==> config.mk <==
export PLATFORM = sky130hd
export DESIGN_NAME = address_table_entry_readback
export DESIGN_NICKNAME = d
export VERILOG_FILES = /design/src/hw/table_readback_pkg.sv /design/src/hw/entry_decode.sv /design/src/hw/address_table_entry_readback.sv
export VERILOG_INCLUDE_DIRS = /design/src /design/src/hw
export SDC_FILE = /design/constraint.sdc
export NUM_CORES = 1
export LEC_CHECK = 0
export ABC_AREA = 0
export BUFFER_PORTS_ARGS = -buffer_cell sky130_fd_sc_hd__clkbuf_2
export CORE_ASPECT_RATIO = 0.75
export CORE_UTILIZATION = 56
export CTS_BUF_LIST = sky130_fd_sc_hd__clkbuf_2
export CTS_CLUSTER_SIZE = 8
export DETAILED_ROUTE_END_ITERATION = 7
export PLACE_DENSITY_LB_ADDON = 0.12
export RECOVER_POWER = 50
export SKIP_CTS_REPAIR_TIMING = 1
export SLEW_MARGIN = 20
export SYNTH_ARGS = -nofsm -noshare
export SYNTH_HDL_FRONTEND = slang
export SYNTH_SLANG_ARGS = --single-unit
==> constraint.sdc <==
create_clock -name MCLK -period 3.5 [get_ports MCLK]
set_input_delay 0.175 -clock MCLK [delete_from_list [all_inputs] [get_ports MCLK]]
set_output_delay 0.175 -clock MCLK [all_outputs]
set_load 0.02 [all_outputs]
==> src/hw/table_readback_params.svh <==
// Offsets, field positions, reset values and counts for the table read-back block
`ifndef TABLE_READBACK_PARAMS_SVH
`define TABLE_READBACK_PARAMS_SVH

// -----------------------------------------------------------------
// Register indexes (byte address is four times the index)
// -----------------------------------------------------------------
`define IDX_TABLE_CMD 14'h1804
`define IDX_READ_LOW 14'h1805
`define IDX_READ_HIGH 14'h1806
`define IDX_INGRESS_CFG 14'h1807

// -----------------------------------------------------------------
// Command register fields
// -----------------------------------------------------------------
`define CMD_GET_FIRST_BIT 0
`define CMD_GET_NEXT_BIT 1
`define CMD_BUSY_BIT 31

// -----------------------------------------------------------------
// Ingress configuration fields
// -----------------------------------------------------------------
`define CFG_DA_PRIO_BIT 0
`define CFG_RESET 1'h0

// -----------------------------------------------------------------
// Read-back high word fields
// -----------------------------------------------------------------
`define HI_VALID_BIT 26
`define HI_EOT_BIT 25
`define HI_STATIC_BIT 24
`define HI_FILTER_BIT 23
`define HI_PRIO_EN_BIT 22
`define HI_PRIO_MSB 21
`define HI_PRIO_LSB 19
`define HI_PORT_MSB 18
`define HI_PORT_LSB 16
`define HI_MAC_MSB 15
`define HI_RSVD_WIDTH 5

// -----------------------------------------------------------------
// Reset values and table size
// -----------------------------------------------------------------
`define READ_LOW_RESET 32'h00000000
`define MAC_HI_RESET 16'h0000
`define TABLE_DEPTH 512

// -----------------------------------------------------------------
// Bus responses
// -----------------------------------------------------------------
`define RESP_OKAY 2'h0
`define RESP_SLVERR 2'h2

`endif

==> src/hw/table_readback_pkg.sv <==
// Types shared by the table read-back block
`default_nettype none
package table_readback_pkg;

  // One entry of the address lookup table
  typedef struct packed {
    logic valid;
    logic is_static;
    logic filter;
    logic prio_en;
    logic [2:0] prio;
    logic [2:0] port;
    logic [47:0] mac;
  } table_entry_t;

  // Decoded forwarding view of an entry
  typedef struct packed {
    logic [2:0] port_mask;
    logic port_reserved;
    logic prio_apply;
    logic [2:0] prio;
    logic drop_on_match;
    logic ageable;
  } entry_view_t;

  // Table walk states
  typedef enum logic [1:0] {
    WALK_IDLE,
    WALK_READ,
    WALK_CHECK
  } walk_state_t;

endpackage

`default_nettype wire

==> src/hw/entry_decode.sv <==
// Decodes a found table entry into its forwarding view
`timescale 1ns/1ns
`default_nettype none

module entry_decode
  import table_readback_pkg::*;
(
  // Entry and global setting
  input wire table_entry_t entry,
  input wire logic da_prio_first,
  // Decoded view
  output var entry_view_t view
);

  // -----------------------------------------------------------------
  // Port field to port mask
  // -----------------------------------------------------------------
  function automatic logic [2:0] port_mask_of(input logic [2:0] code);
    case (code)
      3'h0: port_mask_of = 3'h1;
      3'h1: port_mask_of = 3'h2;
      3'h2: port_mask_of = 3'h4;
      3'h4: port_mask_of = 3'h3;
      3'h5: port_mask_of = 3'h5;
      3'h6: port_mask_of = 3'h6;
      3'h7: port_mask_of = 3'h7;
      default: port_mask_of = 3'h0;
    endcase
  endfunction

  assign view = '{
    port_mask: port_mask_of(entry.port),
    port_reserved: (entry.port == 3'h3),
    prio_apply: entry.prio_en & da_prio_first,
    prio: entry.prio,
    drop_on_match: entry.filter,
    ageable: ~entry.is_static
  };

endmodule

`default_nettype wire

==> src/hw/address_table_entry_readback.sv <==
// Table walk and read-back register pair of the address lookup table, AXI4-Lite slave
`timescale 1ns/1ns
`default_nettype none
`include "table_readback_params.svh"

// Behaviour
// - Low word holds first 32 MAC bits
// - Only walk commands load read-back registers
// - Walk command write clears valid flag when no walk is running
// - Valid set on found entry, else stays
// - End flag set when table end reached
// - Bit 24 shows static; non-static entries age
// - Bit 23 shows filter, drop on match
// - Priority applied only when both enables set
// - Port field encodes single or multiple ports
// - High word bits 15:0 last MAC bits
module address_table_entry_readback
  import table_readback_pkg::*;
#(
  parameter int ADDR_W = 16,
  parameter int DEPTH = `TABLE_DEPTH,
  parameter int IDX_W = $clog2(DEPTH)
) (
  // Clock and reset
  input wire logic MCLK,
  input wire logic SYS_RST,
  // AXI4-Lite write address
  input wire logic AWVALID,
  output logic AWREADY,
  input wire logic [ADDR_W-1:0] AWADDR,
  // AXI4-Lite write data
  input wire logic WVALID,
  output logic WREADY,
  input wire logic [31:0] WDATA,
  input wire logic [3:0] WSTRB,
  // AXI4-Lite write response
  output logic BVALID,
  input wire logic BREADY,
  output logic [1:0] BRESP,
  // AXI4-Lite read address
  input wire logic ARVALID,
  output logic ARREADY,
  input wire logic [ADDR_W-1:0] ARADDR,
  // AXI4-Lite read data
  output logic RVALID,
  input wire logic RREADY,
  output logic [31:0] RDATA,
  output logic [1:0] RRESP,
  // Lookup table read port, data one cycle after enable
  output logic TBL_RD_EN,
  output logic [IDX_W-1:0] TBL_RD_ADDR,
  input wire table_entry_t TBL_RD_DATA,
  // Forwarding view of the last found entry
  output var entry_view_t ENTRY_VIEW,
  output logic WALK_BUSY
);

  localparam logic [IDX_W-1:0] LAST_IDX = IDX_W'(DEPTH - 1);

  // -----------------------------------------------------------------
  // Address decode
  // -----------------------------------------------------------------
  typedef enum logic [2:0] {
    SEL_NONE,
    SEL_CMD,
    SEL_LOW,
    SEL_HIGH,
    SEL_CFG
  } reg_sel_t;

  function automatic reg_sel_t decode(input logic [ADDR_W-1:0] addr);
    logic [13:0] idx;
    idx = 14'(addr[ADDR_W-1:2]);
    if (addr[1:0] != 2'h0) begin
      decode = SEL_NONE;
    end else if (idx == `IDX_TABLE_CMD) begin
      decode = SEL_CMD;
    end else if (idx == `IDX_READ_LOW) begin
      decode = SEL_LOW;
    end else if (idx == `IDX_READ_HIGH) begin
      decode = SEL_HIGH;
    end else if (idx == `IDX_INGRESS_CFG) begin
      decode = SEL_CFG;
    end else begin
      decode = SEL_NONE;
    end
  endfunction

  // -----------------------------------------------------------------
  // Write channel: address and data taken in either order
  // -----------------------------------------------------------------
  logic aw_held_r;
  logic [ADDR_W-1:0] aw_addr_r;
  logic w_held_r;
  logic [31:0] w_data_r;
  logic [3:0] w_strb_r;
  logic bvalid_r;
  logic [1:0] bresp_r;
  logic aw_rdy_r, w_rdy_r;

  wire aw_take = AWVALID & AWREADY;
  wire w_take = WVALID & WREADY;
  wire wr_fire = aw_held_r & w_held_r & ~bvalid_r;
  wire reg_sel_t wr_sel = decode(aw_addr_r);
  wire wr_cmd = wr_fire & (wr_sel == SEL_CMD) & w_strb_r[0];
  wire wr_cfg = wr_fire & (wr_sel == SEL_CFG) & w_strb_r[0];
  wire wr_ok = (wr_sel != SEL_NONE);
  wire aw_held_nxt = aw_take | (aw_held_r & ~wr_fire);
  wire w_held_nxt = w_take | (w_held_r & ~wr_fire);
  wire bvalid_nxt = wr_fire | (bvalid_r & ~BREADY);

  assign AWREADY = aw_rdy_r;
  assign WREADY = w_rdy_r;

  always_ff @(posedge MCLK) begin
    if (SYS_RST) begin
      aw_held_r <= 1'b0;
      aw_addr_r <= '0;
      w_held_r <= 1'b0;
      w_data_r <= 32'h00000000;
      w_strb_r <= 4'h0;
    end else begin
      if (aw_take) begin
        aw_held_r <= 1'b1;
        aw_addr_r <= AWADDR;
      end else if (wr_fire) begin
        aw_held_r <= 1'b0;
      end
      if (w_take) begin
        w_held_r <= 1'b1;
        w_data_r <= WDATA;
        w_strb_r <= WSTRB;
      end else if (wr_fire) begin
        w_held_r <= 1'b0;
      end
    end
  end

  always_ff @(posedge MCLK) begin
    if (SYS_RST) begin
      bvalid_r <= 1'b0;
      bresp_r <= `RESP_OKAY;
    end else if (wr_fire) begin
      bvalid_r <= 1'b1;
      bresp_r <= wr_ok ? `RESP_OKAY : `RESP_SLVERR;
    end else if (BREADY) begin
      bvalid_r <= 1'b0;
    end
  end

  assign BVALID = bvalid_r;
  assign BRESP = bresp_r;

  // -----------------------------------------------------------------
  // Global ingress configuration
  // -----------------------------------------------------------------
  logic da_prio_first_r;

  always_ff @(posedge MCLK) begin
    if (SYS_RST) begin
      da_prio_first_r <= `CFG_RESET;
    end else if (wr_cfg) begin
      da_prio_first_r <= w_data_r[`CFG_DA_PRIO_BIT];
    end
  end

  // -----------------------------------------------------------------
  // Table walk
  // -----------------------------------------------------------------
  walk_state_t state_r;
  walk_state_t state_nxt;
  logic [IDX_W-1:0] idx_r;
  logic [IDX_W-1:0] idx_nxt;
  logic [IDX_W-1:0] cursor_r;
  logic started_r;
  logic valid_r;
  logic eot_r;
  table_entry_t found_r;
  logic rd_en_r;

  wire cmd_first = wr_cmd & w_data_r[`CMD_GET_FIRST_BIT];
  wire cmd_next = wr_cmd & w_data_r[`CMD_GET_NEXT_BIT] & ~w_data_r[`CMD_GET_FIRST_BIT];
  wire cmd_go = (cmd_first | cmd_next) & (state_r == WALK_IDLE);
  wire next_at_end = cmd_next & started_r & (cursor_r == LAST_IDX);
  wire at_last = (idx_r == LAST_IDX);
  wire check = (state_r == WALK_CHECK);
  wire hit = check & TBL_RD_DATA.valid;
  wire miss_end = check & ~TBL_RD_DATA.valid & at_last;

  always_comb begin
    state_nxt = state_r;
    idx_nxt = idx_r;
    case (state_r)
      WALK_IDLE: begin
        if (cmd_go & ~next_at_end) begin
          state_nxt = WALK_READ;
          idx_nxt = (cmd_first | ~started_r) ? '0 : cursor_r + IDX_W'(1);
        end
      end
      WALK_READ: begin
        state_nxt = WALK_CHECK;
      end
      WALK_CHECK: begin
        if (hit | miss_end) begin
          state_nxt = WALK_IDLE;
        end else begin
          state_nxt = WALK_READ;
          idx_nxt = idx_r + IDX_W'(1);
        end
      end
      default: begin
        state_nxt = WALK_IDLE;
      end
    endcase
  end

  always_ff @(posedge MCLK) begin
    if (SYS_RST) begin
      state_r <= WALK_IDLE;
      idx_r <= '0;
      rd_en_r <= 1'b0;
    end else begin
      state_r <= state_nxt;
      idx_r <= idx_nxt;
      rd_en_r <= (state_nxt == WALK_READ);
    end
  end

  assign TBL_RD_EN = rd_en_r;
  assign TBL_RD_ADDR = idx_r;

  // Cursor remembers the last checked index; once a walk has ended, a get-next walk resumes one past it, before that at index 0
  always_ff @(posedge MCLK) begin
    if (SYS_RST) begin
      cursor_r <= '0;
      started_r <= 1'b0;
    end else if (hit | miss_end) begin
      cursor_r <= idx_r;
      started_r <= 1'b1;
    end
  end

  // -----------------------------------------------------------------
  // Read-back flags and entry
  // -----------------------------------------------------------------
  always_ff @(posedge MCLK) begin
    if (SYS_RST) begin
      valid_r <= 1'b0;
      eot_r <= 1'b0;
    end else if (cmd_go) begin
      valid_r <= 1'b0;
      eot_r <= next_at_end;
    end else if (hit) begin
      valid_r <= 1'b1;
      eot_r <= at_last;
    end else if (miss_end) begin
      eot_r <= 1'b1;
    end
  end

  always_ff @(posedge MCLK) begin
    if (SYS_RST) begin
      found_r <= '0;
    end else if (hit) begin
      found_r <= TBL_RD_DATA;
    end
  end

  wire [31:0] read_low = found_r.mac[31:0];
  wire [31:0] read_high = {
    `HI_RSVD_WIDTH'(0),
    valid_r,
    eot_r,
    found_r.is_static,
    found_r.filter,
    found_r.prio_en,
    found_r.prio,
    found_r.port,
    found_r.mac[47:32]
  };

  // -----------------------------------------------------------------
  // Forwarding view of the found entry
  // -----------------------------------------------------------------
  entry_view_t view_comb;
  entry_view_t view_r;
  logic busy_r;

  entry_decode u_decode (
    .entry(found_r),
    .da_prio_first(da_prio_first_r),
    .view(view_comb)
  );

  always_ff @(posedge MCLK) begin
    if (SYS_RST) begin
      view_r <= '0;
      busy_r <= 1'b0;
    end else begin
      view_r <= view_comb;
      busy_r <= (state_nxt != WALK_IDLE);
    end
  end

  assign ENTRY_VIEW = view_r;
  assign WALK_BUSY = busy_r;

  // -----------------------------------------------------------------
  // Read channel
  // -----------------------------------------------------------------
  logic rvalid_r;
  logic [31:0] rdata_r;
  logic [1:0] rresp_r;
  logic [31:0] rd_mux;
  logic ar_rdy_r;

  wire ar_take = ARVALID & ARREADY;
  wire reg_sel_t rd_sel = decode(ARADDR);

  // Ready flags track the next held and pending state
  always_ff @(posedge MCLK) begin
    if (SYS_RST) begin
      aw_rdy_r <= 1'b0;
      w_rdy_r <= 1'b0;
      ar_rdy_r <= 1'b0;
    end else begin
      aw_rdy_r <= ~aw_held_nxt & ~bvalid_nxt;
      w_rdy_r <= ~w_held_nxt & ~bvalid_nxt;
      ar_rdy_r <= ~ar_take & (~rvalid_r | RREADY);
    end
  end

  assign ARREADY = ar_rdy_r;

  always_comb begin
    case (rd_sel)
      SEL_CMD: rd_mux = {busy_r, 31'h00000000};
      SEL_LOW: rd_mux = read_low;
      SEL_HIGH: rd_mux = read_high;
      SEL_CFG: rd_mux = {31'h00000000, da_prio_first_r};
      default: rd_mux = 32'h00000000;
    endcase
  end

  always_ff @(posedge MCLK) begin
    if (SYS_RST) begin
      rvalid_r <= 1'b0;
      rdata_r <= `READ_LOW_RESET;
      rresp_r <= `RESP_OKAY;
    end else if (ar_take) begin
      rvalid_r <= 1'b1;
      rdata_r <= rd_mux;
      rresp_r <= (rd_sel == SEL_NONE) ? `RESP_SLVERR : `RESP_OKAY;
    end else if (RREADY) begin
      rvalid_r <= 1'b0;
    end
  end

  assign RVALID = rvalid_r;
  assign RDATA = rdata_r;
  assign RRESP = rresp_r;

endmodule

`default_nettype wire

== Yosys cells after proc, flatten, opt, wreduce, memory -nomap -nowiden ==
Cells that the tools add are included.

* Register bits after elaboration: 155
* Logic and storage cells: 156

* Add/subtract/negate cells: 2
* Eq/ne operators: 28
* Mux-type cells: 31
* Bitwise logic cells: 46
* Reductions and logical operators: 15

{| class="wikitable"
|+ Operators with widths
! cell !! count
|-
| 32-bit one-hot mux with 4 select lines || 1
|-
| 14-bit by 13-bit equality test with 1-bit output (second input constant) || 8
|-
| 3-bit two-way mux || 10
|-
| 9-bit two-way mux || 3
|-
| 1-bit AND || 26
|-
| 3-bit one-hot mux with 7 select lines || 1
|-
| 9-bit by 1-bit adder with 9-bit output (second input constant) || 2
|-
| 3-bit equality test (second input constant) || 6
|-
| 9-bit equality test (second input constant) || 2
|-
| 9-bit one-hot mux with 2 select lines || 1
|-
| 2-bit nonzero test || 8
|-
| 1-bit NOT || 13
|-
| 3-bit by 2-bit equality test with 1-bit output (second input constant) || 4
|-
| 1-bit two-way mux || 11
|-
| 3-bit by 1-bit equality test with 1-bit output (second input constant) || 3
|-
| 1-bit OR || 7
|-
| 3-bit zero test || 2
|-
| 2-bit two-way mux || 3
|-
| 2-bit one-hot mux with 3 select lines || 1
|-
| 3-bit nonzero test || 2
|-
| 2-bit by 1-bit equality test with 1-bit output (second input constant) || 2
|-
| 3-bit AND reduction || 1
|-
| 2-bit equality test (second input constant) || 1
|-
| 2-bit zero test || 1
|-
| 3 further kinds || 3
|}

== Logic depth before layout (Yosys ltp) ==
* Depth after elaboration: 18
* Mapped depth: 10

== By module ==
Synthesis repeated with hierarchy kept, for this count alone.

* Cell total of the unflattened synthesis: 718
* Area, all modules: 6,068.3 sq um

{| class="wikitable"
|+ By module, submodules not included
! module !! times used !! cells an instance !! area an instance (sq um) !! seq. area each (sq um)
|-
| address_table_entry_readback || 1 || 705 || 5,988.2 || 3,083.0
|-
| entry_decode || 1 || 13 || 80.1 || 0.0
|}

== Least setup slack after synthesis ==
OpenSTA, ideal clock, no wires.

* Path type: reg2reg
* Start: register idx_r[0] (netlist: TBL_RD_ADDR[0])
* End: register idx_r[5] (netlist: TBL_RD_ADDR[5])
* Arrival: 2.168 ns
* Data required time: 3.383 ns
* Slack: 1.215 ns
* Stages on the path, launching flop included: 10
* Period minus slack after synthesis: 2.285 ns
* Path through: dfxtp_1 ha_1 and3_1 and3_1 and3_1 ha_1 nor3_1 a31o_4 a21bo_1 a32o_1

* Cells in the longest elaborated chain, start to end: 5

{| class="wikitable"
|+ RTL lines
! element !! line !! source
|-
| start: declaration || address_table_entry_readback.sv:172 || <nowiki>logic [IDX_W-1:0] idx_r;</nowiki>
|-
| start signal: assignment || address_table_entry_readback.sv:224 || <nowiki>idx_r <= idx_nxt;</nowiki>
|-
| branches (longest 5 deep; another with 9-bit by 1-bit adder with 9-bit output) || n/a ||
|}

Several ways; the timed one is not identified. The select of a mux whose other input is x is not followed.
A chain may end at the register's enable or synchronous reset.

== Worst setup path in the final report ==
* Start: register state_r[1]
* End: register, netlist name found_r[44]

* Cells in the longest elaborated chain, start to end: 2

{| class="wikitable"
|+ RTL lines
! element !! line !! source
|-
| start: declaration || address_table_entry_readback.sv:170 || <nowiki>walk_state_t state_r;</nowiki>
|-
| start signal: assignment || address_table_entry_readback.sv:223 || <nowiki>state_r <= state_nxt;</nowiki>
|-
| 2-bit equality test || address_table_entry_readback.sv:186 || <nowiki>wire check = (state_r == WALK_CHECK);</nowiki>
|-
| 1-bit AND || address_table_entry_readback.sv:187 || <nowiki>wire hit = check & TBL_RD_DATA.valid;</nowiki>
|}

No other way between the ends.

==> summary.txt <==
Clock network
  – H-tree levels: 4
  – TritonCTS Buffers: 17
  – CTS Sinks: 153
  – CTS Buffer Depth: 2
  – TritonCTS clock tree: done
  – Reg clk slew, reported paths: 0.22 ns
  – Skew-Pair Late Insertion Delay: 0.69 ns
  – Root Buffer: clkbuf_2

Place
  – Hpwl dp: 9.99 mm
  – Routability congestion estimate: 0.857
  – IO Port Bufs: 159
  – Placed insts: 962

Final layout
  – Final core utilization: 0.756
  – Fill count: 780
  – Fin nets: 1073
  – Fraction of layout cells with a size suffix above 1: 0.154
  – Diode count: 0
  – Fin cells: 1082
  – Area Growth Syn to Fin: 30.2%

Timing
  – Setup Viol. Count Final: 0
  – Hold Vio Cnt, Final: 0
  – TNS Setup: 0 ns
  – Hold Worst Slack: 0.000155 ns
  – Tcrit/Tclk final: 0.798
  – Worst slew margin: 0.300
  – Fin Clk Skew: 0.0366 ns
  – Post-route minimum period: 2.79 ns
  – RSZ-0062 raised after global routing: no
  – Final Max Slew Viols: 0
  – Max Fclk: 358 MHz
  – Worst slew pin tran: 1.05 ns

Power and ir drop
  – Worst vdd ir: 0.367 mV
  – PwrDens: 375 mW/mm²
  – Total power: 2930 µW
  – Lkg Pwr: 0.00294 µW

Logic synthesis
  – Synth Cell Area: 0.00600 mm²
  – Leading area contributor after synthesis: dfxtp_1
  – Top_reg_cell synth: dfxtp_1
  – Unique masters post-synth: 57
  – Post-synthesis sequential area ratio: 0.511
  – EDFF count, synth: 0
  – YS warnings: 0
  – Seq cells post-synth: 153
  – Average cell area after synthesis: 8.47 µm²
  – Synth Instances: 708
  – Top cells by area, synth: dfxtp_1, nand2_1, a21oi_1, a22oi_1, o21ai_1
  – Commonest cells post-synth: nand2_1, dfxtp_1, a21oi_1, a22oi_1, nor2_1
  – FFs w/ async S/R, synth: 0
  – Post-synth top area share: 0.511
  – Cell with the most instances after synthesis: nand2_1

Critical path
  – Critical Path Sink Type: flop
  – Crit path DAT: 3.45 ns
  – Critical Path Start Type: flop
  – Worst Path Max Fanout: 35
  – Worst Path Required: 4.16 ns
  – Critical path class: flop to flop

Drt
  – Router iterations before antenna repair: 5
  – WL per Instance: 15.1 µm
  – DRC Markers: 0
  – Via density: 5.41
  – Antenna-violating nets left: 0
  – DR vias: 5859
  – Overall routed net length: 16.4 mm
  – Drt first-iter violations: 538

Global routing
  – Vias in the first global route: 4904
  – Overflow after GRT: 0
  – Largest net degree at the start of global routing: 68
  – Gr usage total: 0.271
  – First-pass GRT wire length: 23.5 mm
  – Initial antenna violation count: 0

Floorplanning
  – Starting density of the core: 0.580
  – # IOs: 195
  – Die H: 91.6 µm
  – Core Area: 0.0103 mm²
  – Full die area: 0.0111 mm²
  – Die Span X: 121 µm
  – Num rows: 32

Hold path
  – HP Class: input port to flop

Flow run
  – Maxcap violations: 0

Status
  – Status: finished, final reports clean
-- path summary, 6_finish.rpt --
kind              cells past startpoint   startpoint     endpoint  slack (ns)
setup / recovery                      6   state_r[1]  found_r[44]        0.71
setup reg to reg                      6   state_r[1]  found_r[44]        0.71
hold / removal                        5    ARADDR[7]     RRESP[1]      0.0002
hold reg to reg                       2  found_r[29]    RDATA[29]        0.46
-- layout by cell type (no fill, tap or decap), types with 12 or more instances in the layout --
cell type | synthesis | final
nand2_1 | 199 | 199
dfxtp_1 | 153 | 153
clkbuf_2 | 1 | 117
a21oi_1 | 95 | 95
dlygate4sd3_1 | 0 | 91
clkbuf_1 | 24 | 60
a22oi_1 | 29 | 29
nor2_1 | 28 | 27
o21ai_1 | 26 | 23
o21ai_0 | 14 | 17
nand3_1 | 12 | 12
-- registers in the layout, summed over array words and instances, names as in the netlist, 2 cells and up --
signal	flops
found_r	57
RDATA	32
aw_addr_r	16
ENTRY_VIEW	10
TBL_RD_ADDR	9
cursor_r	9
state_r	2
w_data_r	2
-- routing by layer --
layer | global-route usage | part of all wire | vias up
met5 | 0 | 0 | -
met4 | 0.104 | 0.015 | 0
met3 | 0.0703 | 0.072 | 23
met2 | 0.407 | 0.46 | 230
met1 | 0.372 | 0.45 | 2735
li1 | - | - | 2871
-- metrics by stage --
stage,setup slack (ns),cell area (µm²)
after floorplan,1.21,6000
after global placement,1.06,6770
after detailed placement,1.04,6770
after CTS,0.999,6970
after global routing,0.518,7810
final,0.705,7810
-- power breakdown --
part           switching (µW)  leakage [µW]  total (µW)  internal [µW]
sequential               13.9       0.00124        1780           1760
clock                     592      0.000126         905            313
combinational             114       0.00158         243            129
total                     720       0.00294        2930           2210
-- cell type report --
class | count | area, µm² | area share
Clock buffer | 19 | 95.1 | 0.0122
Clock inverter | 10 | 106 | 0.0136
Inverter | 3 | 11.3 | 0.00144
Multi-Input combinational cell | 505 | 2680 | 0.344
Sequential cell | 153 | 3060 | 0.392
Tap cell | 136 | 170 | 0.0218
Timing Repair Buffer | 256 | 1680 | 0.215
-- logic make-up after synthesis --
group | synth area share
AO/OA/AOI/OAI | 0.181
XOR/XNOR | 0.0131
adder cells (fa/ha/maj) | 0.00835
buffers and inverters | 0.0440
flip-flops | 0.511
multiplexers | 0.0102
other | 0.000625
AND/OR/NAND/NOR | 0.232
-- worst max-delay path, stage by stage (launching register included) --
cell and delay (ns):
dfxtp_1 0.42, nor2b_1 0.54, and2_2 0.56, buf_4 0.44, nand2_1 0.11, a21oi_1 0.13, dlygate4sd3_1 0.56
Power figures use the tool's default switching activity.
